$ cat config.mk
export PLATFORM = sky130hd
export DESIGN_NAME = nfss_top
export DESIGN_NICKNAME = d
export VERILOG_FILES = /design/src/pkg/nfss_pkg.sv /design/src/design/nfss_sync.sv /design/src/design/nfss_top.sv
export SDC_FILE = /design/constraint.sdc
export NUM_CORES = 1
export LEC_CHECK = 0
export ABC_AREA = 1
export BUFFER_PORTS_ARGS = -buffer_cell sky130_fd_sc_hd__buf_2
export CORE_MARGIN = 4
export CORE_UTILIZATION = 54
export CTS_CLUSTER_DIAMETER = 50
export CTS_CLUSTER_SIZE = 14
export DETAILED_ROUTE_END_ITERATION = 16
export PLACE_DENSITY = 0.79
export SLEW_MARGIN = 20
export SYNTH_ARGS = -nofsm -noshare
export SYNTH_HDL_FRONTEND = slang
export SYNTH_HIERARCHICAL = 1
export SYNTH_SLANG_ARGS = --single-unit
$ cat constraint.sdc
create_clock -name i_clk_sys -period 1.79 [get_ports i_clk_sys]
set_clock_uncertainty 0.15 [all_clocks]
set_input_delay 0.0895 -clock i_clk_sys [delete_from_list [all_inputs] [get_ports i_clk_sys]]
set_output_delay 0.0895 -clock i_clk_sys [all_outputs]
set_load 0.1 [all_outputs]
$ cat src/pkg/nfss_pkg.sv
// package: request, pin and state types plus timing counts for the nand strobe sequencer
`default_nettype none
package nfss_pkg;
    localparam int unsigned NFSS_DATA_W      = 8;
    // cycle counts of the strobe sequence
    localparam int unsigned NFSS_CE_SETUP    = 1;
    localparam int unsigned NFSS_HIGH_CYC    = 4;
    localparam int unsigned NFSS_WR_RD_GAP   = 5;
    localparam int unsigned NFSS_LATCH_HOLD  = 3;
    localparam logic [2:0]  NFSS_ACCEPT_CNT  = 3'h2;
    localparam logic [2:0]  NFSS_HIGH_LAST   = 3'h3;
    localparam logic [2:0]  NFSS_SAMPLE_CNT  = 3'h1;
    // pin reset values
    localparam logic        NFSS_CS_RST      = 1'h1;
    localparam logic        NFSS_STROBE_RST  = 1'h1;
    localparam logic        NFSS_LATCH_RST   = 1'h0;

    typedef enum logic [1:0] {
        NFSS_OP_CMD   = 2'h0,
        NFSS_OP_ADDR  = 2'h1,
        NFSS_OP_WDATA = 2'h2,
        NFSS_OP_RDATA = 2'h3
    } nfss_op_t;

    typedef enum logic [2:0] {
        NFSS_IDLE  = 3'h0,
        NFSS_SETUP = 3'h1,
        NFSS_LOW   = 3'h3,
        NFSS_HIGH  = 3'h2,
        NFSS_GAP   = 3'h6
    } nfss_state_t;

    typedef struct packed {
        nfss_op_t               op;
        logic [NFSS_DATA_W-1:0] data;
    } nfss_req_t;

    typedef struct packed {
        logic flash_chip_select_n;
        logic command_latch_enable;
        logic address_latch_enable;
        logic write_strobe_n;
        logic read_strobe_n;
    } nfss_pins_t;
endpackage : nfss_pkg
`default_nettype wire

$ cat src/design/nfss_sync.sv
// two-stage synchroniser for the flash data pins
`timescale 1ns/10ps
`default_nettype none
module nfss_sync #(
    parameter int unsigned WIDTH = 8
) (
    // clock and control
    input  wire logic             i_clk_sys,
    input  wire logic             i_rst_n,
    input  wire logic             i_ce,
    // data
    input  wire logic [WIDTH-1:0] i_async,
    output logic      [WIDTH-1:0] o_sync
);
    logic [WIDTH-1:0] meta_r;

    // refused at elaboration: no bits to carry
    if (WIDTH < 1) begin : g_width_check
        $error("nfss_sync: WIDTH must be at least 1");
    end

    always_ff @(posedge i_clk_sys) begin
        if (!i_rst_n) begin
            meta_r <= '0;
            o_sync <= '0;
        end else if (i_ce) begin
            meta_r <= i_async;
            o_sync <= meta_r;
        end
    end
endmodule : nfss_sync
`default_nettype wire

$ cat src/design/nfss_top.sv
// nand flash strobe sequencer: chip select, latch enables, write and read strobes, data bus
`timescale 1ns/10ps
`default_nettype none
//
// Contract
// - chip select low one cycle before write strobe
// - chip select held three cycles after write
// - command latch held three cycles after write
// - address latch held three cycles after write
// - write data stable delay plus two cycles
// - write data held three cycles after rise
// - chip select low one cycle before read
// - chip select held three cycles after read
module nfss_top
    import nfss_pkg::*;
#(
    parameter int unsigned DLY_W = 4
) (
    // clock, reset, enable
    input  wire logic                   i_clk_sys,
    input  wire logic                   i_rst_n,
    input  wire logic                   i_ce,
    // request side
    input  wire logic                   i_req_valid,
    input  wire nfss_req_t              i_req,
    output logic                        o_req_ready,
    input  wire logic [DLY_W-1:0]       i_write_pulse_delay,
    input  wire logic [DLY_W-1:0]       i_read_pulse_delay,
    // read data return
    output logic [NFSS_DATA_W-1:0]      o_rd_data,
    output logic                        o_rd_valid,
    // flash pins
    output nfss_pins_t                  o_pins,
    output logic [NFSS_DATA_W-1:0]      o_data,
    output logic                        o_data_oe,
    input  wire logic [NFSS_DATA_W-1:0] i_data
);
    localparam int unsigned CNT_W = (DLY_W > 3) ? DLY_W : 3;

    nfss_state_t            state_r;
    nfss_state_t            state_nxt;
    logic [CNT_W-1:0]       cnt_r;
    logic [CNT_W-1:0]       cnt_nxt;
    nfss_op_t               op_r;
    nfss_op_t               op_nxt;
    logic [DLY_W-1:0]       dly_r;
    logic                   gap_r;
    logic                   pend_r;
    logic                   take;
    logic [NFSS_DATA_W-1:0] data_sync;

    // refused at elaboration: the low-width and data-age helper counters of the checks are eight bits wide
    if (DLY_W < 1 || DLY_W > 8) begin : g_dly_w_check
        $error("nfss_top: DLY_W must lie in 1..8");
    end

    nfss_sync #(
        .WIDTH     (NFSS_DATA_W)
    ) u_sync (
        .i_clk_sys (i_clk_sys),
        .i_rst_n   (i_rst_n),
        .i_ce      (i_ce),
        .i_async   (i_data),
        .o_sync    (data_sync)
    );

    assign take   = i_req_valid && o_req_ready;
    assign op_nxt = take ? i_req.op : op_r;

    // sequence of one strobe and its recovery
    always_comb begin
        state_nxt = state_r;
        cnt_nxt   = cnt_r;
        case (state_r)
            NFSS_IDLE: begin
                if (take) begin
                    state_nxt = NFSS_SETUP;
                end
            end
            NFSS_SETUP: begin
                state_nxt = NFSS_LOW;
                cnt_nxt   = '0;
            end
            NFSS_LOW: begin
                if (cnt_r == CNT_W'(dly_r)) begin
                    state_nxt = NFSS_HIGH;
                    cnt_nxt   = '0;
                end else begin
                    cnt_nxt = cnt_r + CNT_W'(1);
                end
            end
            NFSS_HIGH: begin
                if (cnt_r == CNT_W'(NFSS_HIGH_LAST)) begin
                    cnt_nxt = '0;
                    if (!pend_r) begin
                        state_nxt = NFSS_IDLE;
                    end else if (gap_r) begin
                        state_nxt = NFSS_GAP;
                    end else begin
                        state_nxt = NFSS_LOW;
                    end
                end else begin
                    cnt_nxt = cnt_r + CNT_W'(1);
                end
            end
            NFSS_GAP: begin
                state_nxt = NFSS_LOW;
                cnt_nxt   = '0;
            end
            default: begin
                state_nxt = NFSS_IDLE;
                cnt_nxt   = '0;
            end
        endcase
    end

    always_ff @(posedge i_clk_sys) begin
        if (!i_rst_n) begin
            state_r <= NFSS_IDLE;
            cnt_r   <= '0;
        end else if (i_ce) begin
            state_r <= state_nxt;
            cnt_r   <= cnt_nxt;
        end
    end

    // a new request is taken when idle or three cycles into the high time
    always_ff @(posedge i_clk_sys) begin
        if (!i_rst_n) begin
            o_req_ready <= 1'h0;
        end else if (i_ce) begin
            o_req_ready <= (state_nxt == NFSS_IDLE) ||
                           (state_nxt == NFSS_HIGH && cnt_nxt == CNT_W'(NFSS_ACCEPT_CNT));
        end
    end

    // latch the operation, its pulse delay and what must follow it
    always_ff @(posedge i_clk_sys) begin
        if (!i_rst_n) begin
            op_r   <= NFSS_OP_CMD;
            dly_r  <= '0;
            gap_r  <= 1'h0;
            pend_r <= 1'h0;
        end else if (i_ce) begin
            if (take) begin
                op_r   <= i_req.op;
                dly_r  <= (i_req.op == NFSS_OP_RDATA) ? i_read_pulse_delay : i_write_pulse_delay;
                gap_r  <= (state_r == NFSS_HIGH) && (op_r != NFSS_OP_RDATA) &&
                          (i_req.op == NFSS_OP_RDATA);
                pend_r <= (state_r == NFSS_HIGH);
            end else if (state_nxt != NFSS_HIGH) begin
                pend_r <= 1'h0;
            end
        end
    end

    // pins follow the next state so that they change on the state edge
    always_ff @(posedge i_clk_sys) begin
        if (!i_rst_n) begin
            o_pins.flash_chip_select_n  <= NFSS_CS_RST;
            o_pins.command_latch_enable <= NFSS_LATCH_RST;
            o_pins.address_latch_enable <= NFSS_LATCH_RST;
            o_pins.write_strobe_n       <= NFSS_STROBE_RST;
            o_pins.read_strobe_n        <= NFSS_STROBE_RST;
        end else if (i_ce) begin
            o_pins.flash_chip_select_n  <= (state_nxt == NFSS_IDLE);
            o_pins.command_latch_enable <= (state_nxt != NFSS_IDLE) && (op_nxt == NFSS_OP_CMD);
            o_pins.address_latch_enable <= (state_nxt != NFSS_IDLE) && (op_nxt == NFSS_OP_ADDR);
            o_pins.write_strobe_n       <= !((state_nxt == NFSS_LOW) && (op_nxt != NFSS_OP_RDATA));
            o_pins.read_strobe_n        <= !((state_nxt == NFSS_LOW) && (op_nxt == NFSS_OP_RDATA));
        end
    end

    // write data change only at a take, three cycles after the previous rise
    always_ff @(posedge i_clk_sys) begin
        if (!i_rst_n) begin
            o_data    <= '0;
            o_data_oe <= 1'h0;
        end else if (i_ce) begin
            if (take) begin
                o_data <= i_req.data;
            end
            o_data_oe <= (state_nxt != NFSS_IDLE) && (op_nxt != NFSS_OP_RDATA);
        end
    end

    // synchronised bus still shows the level just before the read strobe rose
    always_ff @(posedge i_clk_sys) begin
        if (!i_rst_n) begin
            o_rd_data  <= '0;
            o_rd_valid <= 1'h0;
        end else if (i_ce) begin
            o_rd_valid <= 1'h0;
            if (state_r == NFSS_HIGH && cnt_r == CNT_W'(NFSS_SAMPLE_CNT) && op_r == NFSS_OP_RDATA) begin
                o_rd_data  <= data_sync;
                o_rd_valid <= 1'h1;
            end
        end
    end

    // helper counters read only by the checks below
    logic       strobe_low;
    logic [7:0] low_cnt_r;
    logic [7:0] data_age_r;
    logic [2:0] since_we_r;
    logic       we_prev_r;
    assign strobe_low = !o_pins.write_strobe_n || !o_pins.read_strobe_n;

    always_ff @(posedge i_clk_sys) begin
        if (!i_rst_n) begin
            low_cnt_r  <= '0;
            data_age_r <= '0;
            since_we_r <= 3'h7;
            we_prev_r  <= 1'h1;
        end else if (i_ce) begin
            low_cnt_r  <= strobe_low ? low_cnt_r + 8'h01 : 8'h00;
            data_age_r <= take ? 8'h00 : ((data_age_r == 8'hFF) ? 8'hFF : data_age_r + 8'h01);
            we_prev_r  <= o_pins.write_strobe_n;
            if (o_pins.write_strobe_n && !we_prev_r) begin
                since_we_r <= 3'h1;
            end else if (since_we_r != 3'h7) begin
                since_we_r <= since_we_r + 3'h1;
            end
        end
    end
endmodule : nfss_top
`default_nettype wire

**Yosys cells after proc, flatten, opt, wreduce, memory -nomap -nowiden**

Index checks and enable logic that the tools add are counted.

- $add $sub $neg: 1
- Multiply operators: 0
- Divide/modulo/power cells: 0
- Magnitude comparators: 0
- Equality and inequality tests: 17
- Shifts and indexed selects: 0
- Muxes and demuxes: 14
- Bitwise logic cells: 0
- Reduce and logical (&&, ||, !) cells: 23

Operators by type and width:

| operator | count |
|---|---|
| $mux 3 | 5 |
| $eq 3x2->1 const B | 4 |
| $mux 4 | 3 |
| $pmux 3 s4 | 1 |
| $pmux 4 s3 | 1 |
| $logic_and 1x1->1 | 11 |
| $eq 4x2->1 const B | 2 |
| $eq 2x2->1 const B | 3 |
| $logic_not 3->1 | 2 |
| $reduce_and 2->1 | 3 |
| $add 4x1->4 const B | 1 |
| $eq 4x1->1 const B | 1 |
| $eq 4x4->1 | 1 |
| $ne 2x2->1 const B | 2 |
| $eq 3x1->1 const B | 1 |
| $eq 3x3->1 const B | 1 |
| $mux 1 | 3 |
| $ne 3x2->1 const B | 1 |
| $reduce_bool 3->1 | 1 |
| $eq 2x1->1 const B | 1 |
| $logic_not 1->1 | 2 |
| $logic_not 2->1 | 1 |
| $mux 2 | 1 |
| $reduce_bool 2->1 | 1 |
| other kinds (2) | 2 |

- Bits in registers: 55
- Latch bits: 0
- Bits in writable memories: 0
- Memory bits (read-only): 0
- Input port bits: 30
- Output and inout port bits: 24
- Logic and storage cells: 73
- Memories kept: 0

**Depth between registers and ports, before layout**

Gate-level depths: netlist of run 1.

- Depth after elaboration: 7
- Depth in mapped cells: 13
- Depth with buffers taken out: 13

**By module**

The synthesis of run 1 kept the hierarchy.

By module, submodules not included:

| module | instances | cells an instance | area each (um2) | seq. area each (um2) |
|---|---|---|---|---|
| nfss_top | 1 | 269 | 1864.3 | 780.7 |
| nfss_sync | 1 | 101 | 674.4 | 320.3 |

**Least setup slack after synthesis of run 1**

Ideal clock, no wire load.

- Path kind: register to register
- From: register o_req_ready
- To: register o_pins[1] (netlist name)
- Data arrival time: 1.863 ns
- Path slack: -0.350 ns
- Stages on the path, launching flop included: 8
- Clock period less this slack: 2.140 ns
- Cells stage by stage: dfxtp_1 > nand2_1 > o21ai_0 > nor2_1 > nor2_1 > inv_1 > o21ai_0 > nand3_1

- Word-level cells in the longest chain between the ends: 6
- Elaborated cells on any way between the ends: 8

Ends and longest elaborated chain:

| item | RTL line | text |
|---|---|---|
| start, declared | nfss_top.sv:26 | `output logic o_req_ready,` |
| start signal, assigned | nfss_top.sv:132 | `o_req_ready <= (state_nxt == NFSS_IDLE) \|\|` |
| $logic_and 1x1->1 (*) | nfss_top.sv:67 | `assign take = i_req_valid && o_req_ready;` |
| $mux 3 | nfss_top.sv:76 | `if (take) begin` |
| $pmux 3 s4 | nfss_top.sv:74 | `case (state_r)` |
| $eq 3x2->1 | nfss_top.sv:169 | `o_pins.write_strobe_n <= !((state_nxt == NFSS_LOW) && (op_nxt != NFSS_OP_RDATA));` |
| $logic_and 1x1->1 (*) | nfss_top.sv:169 |  |
| $logic_not 1->1 (*) | nfss_top.sv:169 |  |
| end, declared | nfss_top.sv:33 | `output nfss_pins_t o_pins,` |

Every way passes the cells marked *; elsewhere a longest branch is shown, timed or not.
A chain may end at the register's enable or synchronous reset.

**Worst setup path in the final report of run 1**

- From: register state_r[2]
- To: register o_req_ready

- Word-level cells in the longest chain between the ends: 6
- Elaborated cells on any way between the ends: 16

Ends and longest elaborated chain:

| item | RTL line | text |
|---|---|---|
| start, declared | nfss_top.sv:40 | `nfss_state_t state_r;` |
| start signal, assigned | nfss_top.sv:122 | `state_r <= state_nxt;` |
| $eq 3x3->1 / $eq 3x1->1 (equally long branches) | nfss_top.sv:74 |  |
| $reduce_or 2->1 (no line) | -- |  |
| $pmux 3 s4 | nfss_top.sv:74 |  |
| $eq 3x2->1 | nfss_top.sv:133 | `(state_nxt == NFSS_HIGH && cnt_nxt == CNT_W'(NFSS_ACCEPT_CNT));` |
| $logic_and 1x1->1 | nfss_top.sv:133 |  |
| $logic_or 1x1->1 (*) | nfss_top.sv:132 |  |

Marks and branches as above.

==> flow_summary.json, run 1 <==
{
  "status": "completed",
  "yosysTopAreaCellShare_pct": 43.4,
  "crit_type": "flip-flop to flip-flop",
  "crit_arrival_ns": 1.81,
  "grt_overflow": 0,
  "grt_pass1_wl_um": 10500,
  "syn_inst": 370,
  "layout_commonest_cell": "nand2_1",
  "post-route-period-util_pct": 95.7,
  "yosysWarningCount": 6,
  "wirelength_um": 6350,
  "p_leak_nw": 1.65,
  "hpwlAfterDp_um": 3900,
  "grt_most_used_layer": "met2",
  "power_density_nw_per_um2": 790,
  "tightest_slew_ns": 0.626,
  "max_freq_mhz": 584,
  "port_buffers": 53,
  "seqCellArea_um2": 1110,
  "layout.nets": 488,
  "async_reset_ff_share_pct": 0,
  "min_path_type": "input port to flip-flop",
  "drive_above_1_share_pct": 24.7,
  "syn_area_per_cell_um2": 6.86,
  "use_met1_pct": 24.8,
  "synthDistinctLibCells": 28,
  "worstSkewPairLatency_ns": 0.31,
  "cts_tree": "done",
  "die_w_um": 76.6,
  "cp.required_ns": 1.88,
  "syn_nets": 402,
  "core_um2": 4440,
  "rsz0062_at_grt": "true",
  "startpoint_type": "flip-flop",
  "ioPinCount": 54,
  "gp_congestion": 0.831,
  "synth_top_area_cell": "dfxtp_1",
  "num-fill-cells": 351,
  "p_total_mw": 2.60,
  "final_cells": 510,
  "postLayoutSetupSlackWorst_ns": 0.0775,
  "clock-sinks": 55,
  "cts_buffer_depth": 2,
  "cts.clk_slew.worst_paths_ns": 0.10,
  "cts_buffers": 5,
  "synth_seq_area_share_pct": 43.4,
  "ys_dominant_reg_cell": "dfxtp_1",
  "drt_pass1_iterations": 4,
  "vias": 2527,
  "dp_cells": 468,
  "grt.total_usage_pct": 21.7,
  "avgRoutedWirePerCell_um": 12.4,
  "antenna_left": 0,
  "worstSetupEndpointType": "flip-flop",
  "cp_max_fo": 6,
  "fin_hold_ws_ns": 0.0763,
  "initialDrtViolationCount": 173,
  "fp-row-count": 24,
  "grt_max_degree": 39,
  "layout_common_cells": "nand2_1, nor2_1, buf_2",
  "gr-usage-met3_pct": 4.49,
  "synthTopCellsByArea": "dfxtp_1, nand2_1, nor2_1, inv_1, o21ai_0",
  "dp_slack_ns": 0.0447,
  "multiInputGateArea_um2": 1220,
  "die_h_um": 76.6,
  "vias_per_cell": 4.95,
  "slew_violations": 0,
  "syn_area_um2": 2540,
  "htreeDepth": 2,
  "initial_utilization_pct": 57.1,
  "hold_viol": 0,
  "min_period_ns": 1.71,
  "antenna_found_initial": 0,
  "synth_seq_cells": 55,
  "vdd_drop_max_uv": 644,
  "maxCapViolCount": 0,
  "first_global_vias": 2367,
  "synth_edf_count": 0,
  "drc": 0,
  "globalRouteMet2Util_pct": 37.4,
  "die_area_um2": 5860,
  "relSlewSlack_pct": 58.2,
  "clockRootBuffer": "clkbuf_8",
  "setup_viol": 0,
  "areaGrowthSynthToFinish_pct": 29.7
}
## state kept, by name (all words and copies together) (netlist names)
signal	count
o_data	8
o_data_oe	1
u_sync/meta_r	8
state_r	3
o_req_ready	1
gap_r	1
o_pins	5
pend_r	1
cnt_r	4
op_r	2
o_rd_valid	1
o_rd_data	8
u_sync/o_sync	8
dly_r	4
## per-layer routing
metal  vias up  share of wire, %
li1       1318                 -
met1      1109                42
met2        76                50
met3        24               4.3
met4         0               3.9
met5         -                 0
## layout make-up
cell class                 count  area share, %
antenna                        1         0.0760
multi-input combinational    254           37.0
tap                           52           1.98
clock buffer                   7           2.32
inverter                      48           5.47
clock inverter                 1          0.266
sequential                    55           33.8
timing repair buffer          92           19.1
## critical path, stage by stage, from the launching register on
cell and delay [ns]:
dfxtp_2 0.34, inv_2 0.08, nand2_4 0.06, nor2_4 0.19, buf_6 0.15, o21ai_2 0.06
nand2_2 0.13, nand2_2 0.08, nor2_2 0.09, nand3_1 0.09, nor2_1 0.12, nor2_1 0.05
nor2_1 0.07
## per-stage QoR
step	TNS, ns	cell area [µm²]	utilization [%]
3_3_place_gp	0	2840	63.9
6_report	0	3290	74.1
5_1_grt	-0.230	3290	74.0
3_5_place_dp	0	2840	63.9
4_1_cts	0	3170	71.4
2_1_floorplan	0	2540	-
## worst paths after layout
kind / cells past startpoint / slack (ns) / start / end
worst max-delay path: 12 / 0.08 / state_r[2] / o_req_ready
worst min-delay path: 5 / 0.08 / i_ce / o_rd_data[2]
worst max register to register: 12 / 0.08 / state_r[2] / o_req_ready
worst min register to register: 2 / 0.32 / o_pins[2] / o_pins[2]
## synth_stat cells, types with 2 or more instances
cell type and number:
a221oi_1 4, ha_1 2, o21ai_1 2, nand2_1 88
o21ai_0 27, nor2_1 76, xor2_1 2, nand2_2 3
nand3_1 13, dfxtp_1 55, a21oi_1 18, nor2_2 8
clkbuf_1 8, o211ai_1 3, buf_6 3, inv_1 44
inv_2 3
## kinds of logic (layout without fill, tap and decap cells)
| family | Yosys count | count (layout) | synth area share (%) |
|---|---|---|---|
| buf+inv | 61 | 148 | 10.1 |
| fa+ha+maj | 2 | 2 | 0.986 |
| simple gates | 195 | 195 | 33.0 |
| other cells | 0 | 1 | 0 |
| xor+xnor | 2 | 2 | 0.690 |
| flops | 55 | 55 | 43.4 |
| compound gates | 55 | 55 | 11.9 |
## repair_timing
| item | 4_1_cts | 5_1_grt |
|---|---|---|
| endpoints found under the setup margin | 0 | 17 |
| hold buffers | 25 | 0 |
| resized for setup | 0 | 24 |
| endpoints found under the hold margin | 21 | 0 |
| buffers inserted | 0 | 8 |
## power breakdown
group / internal, mW / leakage (nW) / switching, mW
clock: 0.283 / 0.0428 / 0.402
sequential: 1.29 / 0.453 / 0.0389
combinational: 0.199 / 1.16 / 0.393
total: 1.77 / 1.65 / 0.834
Note: power is estimated with default switching activity, not from simulation.
==> inputs of run 2 (changes only) <==
CORE_UTILIZATION = 50   (was 54)
PLACE_DENSITY = 0.74   (was 0.79)
==> run 2 against run 1 <==
  * Global-route usage fell by 0.82 points
  * Cell count is 2.7% higher
  * Sequential cell count did not move
  * Highest routed layer unchanged
==> flow_summary.json, run 2 (same netlist as run 1, synthesis figures left out) <==
{
  "die_h_um": 79.3,
  "core_um2": 4820,
  "route.met2.wl_um": 3170,
  "post-route-util_pct": 69.0,
  "drive_above_1_share_pct": 24.9,
  "place_area_um2": 2870,
  "ioPinCount": 54,
  "areaGrowthSynthToFinish_pct": 31.0,
  "drt_pass1_iterations": 4,
  "die_w_um": 79.3,
  "setup_viol": 0,
  "startpoint_type": "input port",
  "layout_common_cells": "nand2_1, nor2_1, buf_2",
  "final_area_um2": 3330,
  "wirelength_um": 6210,
  "antenna_found_initial": 0,
  "rsz0062_at_grt": "true",
  "cts_tree": "done",
  "vias": 2524,
  "cp_max_fo": 20,
  "status": "completed",
  "num-fill-cells": 429,
  "hpwlAfterDp_um": 4050,
  "met1_length_um": 2640,
  "cp.required_ns": 1.83,
  "crit_type": "input port to flip-flop",
  "grt_overflow": 0,
  "first_global_vias": 2373,
  "layout_commonest_cell": "nand2_1",
  "cts.clk_slew.worst_paths_ns": 0.09,
  "post-route-period-util_pct": 96.4,
  "min_path_type": "input port to flip-flop",
  "cts_buffers": 5,
  "maxCapViolCount": 0,
  "diodes": 0,
  "cts_buffer_depth": 2,
  "grt_max_degree": 39,
  "seqCellArea_um2": 1120,
  "antenna_left": 0,
  "highest_layer": "met4",
  "hold_viol": 0,
  "clockRootBuffer": "clkbuf_8",
  "p_leak_nw": 1.67,
  "drc": 0,
  "r2r-start": "cnt_r[0]",
  "clock-sinks": 55,
  "startpoint": "i_ce",
  "die_area_um2": 6280,
  "initial_utilization_pct": 52.7,
  "p_total_mw": 2.70,
  "worstSetupEndpointType": "flip-flop",
  "vdd_drop_max_uv": 460,
  "crit_arrival_ns": 1.77,
  "fp-row-count": 25,
  "max_freq_mhz": 580,
  "multiInputGateArea_um2": 1200,
  "worstSkewPairLatency_ns": 0.31,
  "relSlewSlack_pct": 67.3,
  "grt_pass1_wl_um": 10500,
  "port_buffers": 53,
  "vias_per_cell": 4.82,
  "gp_congestion": 0.891,
  "power_density_nw_per_um2": 811,
  "grt.total_usage_pct": 20.9,
  "hp-start": "i_req[9]",
  "slew_violations": 0,
  "tightest_slew_ns": 0.488,
  "min_period_ns": 1.73,
  "htreeDepth": 2,
  "wl_met3_um": 251,
  "initialDrtViolationCount": 100,
  "layout.nets": 489,
  "avgRoutedWirePerCell_um": 11.9
}
run 2: timing repair:
action	4_1_cts	5_1_grt
setup endpoints to repair	0	15
gates resized for setup	0	24
hold endpoints to repair	22	0
hold buffers	26	0
setup buffers	0	6
run 2: metal layers:
layer	GRT usage, %	up-vias
met4	7.90	0
li1	-	1322
met1	25.1	1131
met2	36.8	56
met5	0	-
met3	3.97	15
run 2: worst paths after layout:
kind            endpoint  slack (ns)  cells after the start
max             dly_r[2]        0.06                      8
max reg2reg  o_req_ready        0.14                     10
min             dly_r[0]        0.08                      4
min reg2reg    o_pins[2]        0.32                      2
run 2: worst max-delay path, stage by stage:
cell           delay (ns)
dlygate4sd3_1        0.52
buf_2                0.19
inv_2                0.18
nor2_1               0.09
inv_1                0.05
buf_4                0.22
a21oi_1              0.09
a221oi_1             0.31
run 2: final cells by class:
class,instances,area share [%]
Clock buffer,5,2.07
Clock inverter,2,1.13
Inverter,48,5.42
Multi-Input combinational cell,254,36.1
Sequential cell,55,33.7
Tap cell,67,2.52
Timing Repair Buffer,93,19.1
run 2: stage by stage:
step                      TNS (ns)  hold WS (ns)  cells  setup slack [ns]
final                            0        0.0820    524            0.0650
after detailed placement         0         0.170    485            0.0246
after global routing       -0.0249        0.0977    524           -0.0170
after floorplan                  0        0.0613    370            0.0166
after CTS                        0        0.0679    518           0.00806
after global placement           0         0.162    485            0.0524
run 2: power by group:
group	switching, mW	leakage, nW	internal [mW]
combinational	0.382	1.16	0.199
sequential	0.0420	0.454	1.28
clock	0.382	0.0502	0.409
==> inputs of run 3 (changes only) <==
ABC_AREA = not set   (was 1)
==> run 3 against run 2 <==
  * The run now ends with setup timing left
  * Routed wire length down 0.11%
  * Via count fell by 7.5%
  * Cell area up 3.7%
  * Cell count down 15%
  * Largest power group unchanged
  * Total power fell by 10%
  * Sequential cell count unchanged
  * Die area is 2.3% higher
  * Critical path type is now flip-flop to flip-flop
  * Non-clock buffer count up 10
  * Synthesized area grew 2.6%
  * Sequential share of layout area decreased by 1.5 points
==> flow_summary.json, run 3 <==
{
  "status": "finished, violations left",
  "violations": "setup timing",
  "ys_top_cells_by_count": "dfxtp_1, nand2_1, nor2b_1",
  "seqCellArea_um2": 1110,
  "yosysMostFrequentCell": "dfxtp_1",
  "post-route-period-util_pct": 112,
  "areaGrowthSynthToFinish_pct": 32.5,
  "cp.buffers_inverters": 0,
  "synth_top_area_cell": "dfxtp_1",
  "die_w_um": 80.2,
  "p_total_mw": 2.42,
  "maxCapViolCount": 0,
  "avgRoutedWirePerCell_um": 14.0,
  "cts.clk_slew.worst_paths_ns": 0.09,
  "clockRootBuffer": "clkbuf_8",
  "syn_area_um2": 2600,
  "cp_max_fo": 3,
  "reg2reg_slack_ns": -0.21,
  "hold_viol": 0,
  "async_reset_ff_share_pct": 0,
  "wirelength_um": 6200,
  "finalSetupTns_ns": -0.640,
  "max_stage_delay_ns": 0.41,
  "initial_utilization_pct": 51.3,
  "synthTopCellsByArea": "dfxtp_1, mux2i_1, nor2b_1, nand2_1, a21boi_0",
  "max_freq_mhz": 501,
  "drc": 0,
  "crit_arrival_ns": 2.06,
  "startpoint_type": "flip-flop",
  "yosysTopAreaCellShare_pct": 42.3,
  "layout_commonest_cell": "buf_2",
  "r2r-end": "pend_r",
  "vias_per_cell": 5.27,
  "drt_pass1_iterations": 5,
  "critPathSlowestCell": "or3_4",
  "drive_above_1_share_pct": 29.2,
  "relSlewSlack_pct": 67.4,
  "fin_hold_ws_ns": 0.0255,
  "antenna_left": 0,
  "cp.required_ns": 1.85,
  "crit_end": "pend_r",
  "synthDistinctLibCells": 43,
  "vias": 2334,
  "grt_pass1_wl_um": 10200,
  "num-fill-cells": 413,
  "gp_congestion": 0.914,
  "path_depth": 6,
  "cp_cell_sequence": "ha_4 -> or3b_4 -> or3_4 -> a31oi_4 -> nor4bb_1 -> o31a_1",
  "r2r-start": "cnt_r[1]",
  "postCtsSetupRepairBufs": 0,
  "initialDrtViolationCount": 144,
  "syn_inst": 285,
  "clock-sinks": 55,
  "final_area_um2": 3450,
  "multiInputGateArea_um2": 1450,
  "layout.nets": 404,
  "startpoint": "cnt_r[1]",
  "postLayoutSetupSlackWorst_ns": -0.207,
  "syn_nets": 317,
  "worstSkewPairLatency_ns": 0.31,
  "grt_overflow": 0,
  "yosysWarningCount": 6,
  "grt.total_usage_pct": 20.1,
  "die_area_um2": 6430,
  "cts_buffer_depth": 2,
  "cts_buffers": 5,
  "worstSetupEndpointType": "flip-flop",
  "antenna_found_initial": 0,
  "reg2reg_depth": 6,
  "ys_dominant_reg_cell": "dfxtp_1",
  "die_h_um": 80.2,
  "place_area_um2": 3090,
  "fp-row-count": 26,
  "cp_top_family": "simple AND/OR/NAND/NOR gates",
  "power_density_nw_per_um2": 701,
  "synth_seq_area_share_pct": 42.3,
  "setup_viol": 4,
  "post-route-util_pct": 68.0,
  "htreeDepth": 2,
  "grt_max_degree": 32,
  "p_leak_nw": 1.56,
  "synth_seq_cells": 55,
  "tightest_slew_ns": 0.483,
  "crit_type": "flip-flop to flip-flop",
  "slew_violations": 0,
  "port_buffers": 53,
  "vdd_drop_max_uv": 679,
  "synth_edf_count": 0,
  "layout_common_cells": "buf_2, dfxtp_1, nand2_1",
  "rsz0062_at_grt": "true",
  "first_global_vias": 2306,
  "min_path_type": "input port to flip-flop",
  "min_period_ns": 2.00,
  "ioPinCount": 54,
  "core_um2": 5070,
  "diodes": 0,
  "syn_area_per_cell_um2": 9.14,
  "hpwlAfterDp_um": 4160,
  "cts_tree": "done"
}
==> run 3: cell types whose count changed after synthesis, moves of 6 or more <==
| cell | previous run | this run |
|---|---|---|
| a21boi_0 | 0 | 17 |
| a21oi_1 | 18 | 6 |
| clkbuf_1 | 8 | 17 |
| inv_1 | 44 | 3 |
| mux2i_1 | 0 | 27 |
| nand2_1 | 88 | 36 |
| nand2b_1 | 0 | 6 |
| nor2_1 | 76 | 7 |
| nor2_2 | 8 | 0 |
| nor2b_1 | 0 | 34 |
| o211a_1 | 0 | 7 |
| o21ai_0 | 27 | 12 |
==> run 3: layout make-up <==
type	count	share of cell area [%]
Inverter	3	0.326
Timing Repair Buffer	103	20.6
Sequential cell	55	32.2
Clock inverter	1	0.254
Multi-Input combinational cell	204	41.9
Tap cell	70	2.54
Clock buffer	7	2.21
==> run 3: repair_timing <==
item | CTS | global route
hold buffers | 21 | 0
endpoints found under the setup margin | 10 | 20
pin swaps | 2 | 5
gates resized for setup | 6 | 15
endpoints found under the hold margin | 21 | 0
==> run 3: layer usage <==
metal / global-route usage [%] / up-vias / routed length [µm]
li1: - / 1157 / -
met1: 23.1 / 1123 / 2670
met2: 36.8 / 45 / 3200
met3: 3.81 / 9 / 200
met4: 7.43 / 0 / 127
met5: 0 / - / 0
==> run 3: per-stage QoR <==
| stage | worst slack [ns] | cells |
|---|---|---|
| final | -0.207 | 443 |
| after global routing | -0.268 | 443 |
| after CTS | -0.199 | 443 |
| after detailed placement | -0.257 | 414 |
| after global placement | -0.200 | 414 |
| after floorplan | -0.301 | 285 |
==> run 3: worst min path at each step <==
stage	startpoint	endpoint	slack, ns	cells past startpoint
6_report	i_read_pulse_delay[0]	dly_r[0]	0.03	4
3_5_place_dp	i_req[7]	o_data[7]	0.20	3
2_1_floorplan	i_rst_n	u_sync/meta_r[0]	0.07	1
3_3_place_gp	i_req[1]	o_data[1]	0.19	3
5_1_grt	i_read_pulse_delay[0]	dly_r[0]	0.03	4
4_1_cts	i_write_pulse_delay[2]	dly_r[2]	0.007	4
==> run 3: cell families (layout without fill, tap and decap cells) <==
group                    count (synthesis)  count (layout)  share of synthesized area (%)
buffers and inverters                   26             114                           5.05
AO/OA/AOI/OAI                           56              56                           16.2
multiplexers                            27              27                           10.4
AND/OR/NAND/NOR                        114             114                           23.5
adder cells (fa/ha/maj)                  2               2                          0.961
XOR/XNOR                                 5               5                           1.68
flip-flops                              55              55                           42.3
==> run 3: worst min-delay path, cell delays in order <==
cell,delay (ns)
buf_2,0.07
nand3_1,0.07
nand3_1,0.08
o211a_1,0.13
==> run 3: power breakdown <==
part	internal [mW]	switching (mW)	total (mW)	leakage [nW]
registers	1.26	0.0252	1.29	0.449
logic	0.188	0.263	0.451	1.07
clock network	0.283	0.396	0.679	0.0428
total	1.74	0.685	2.42	1.56
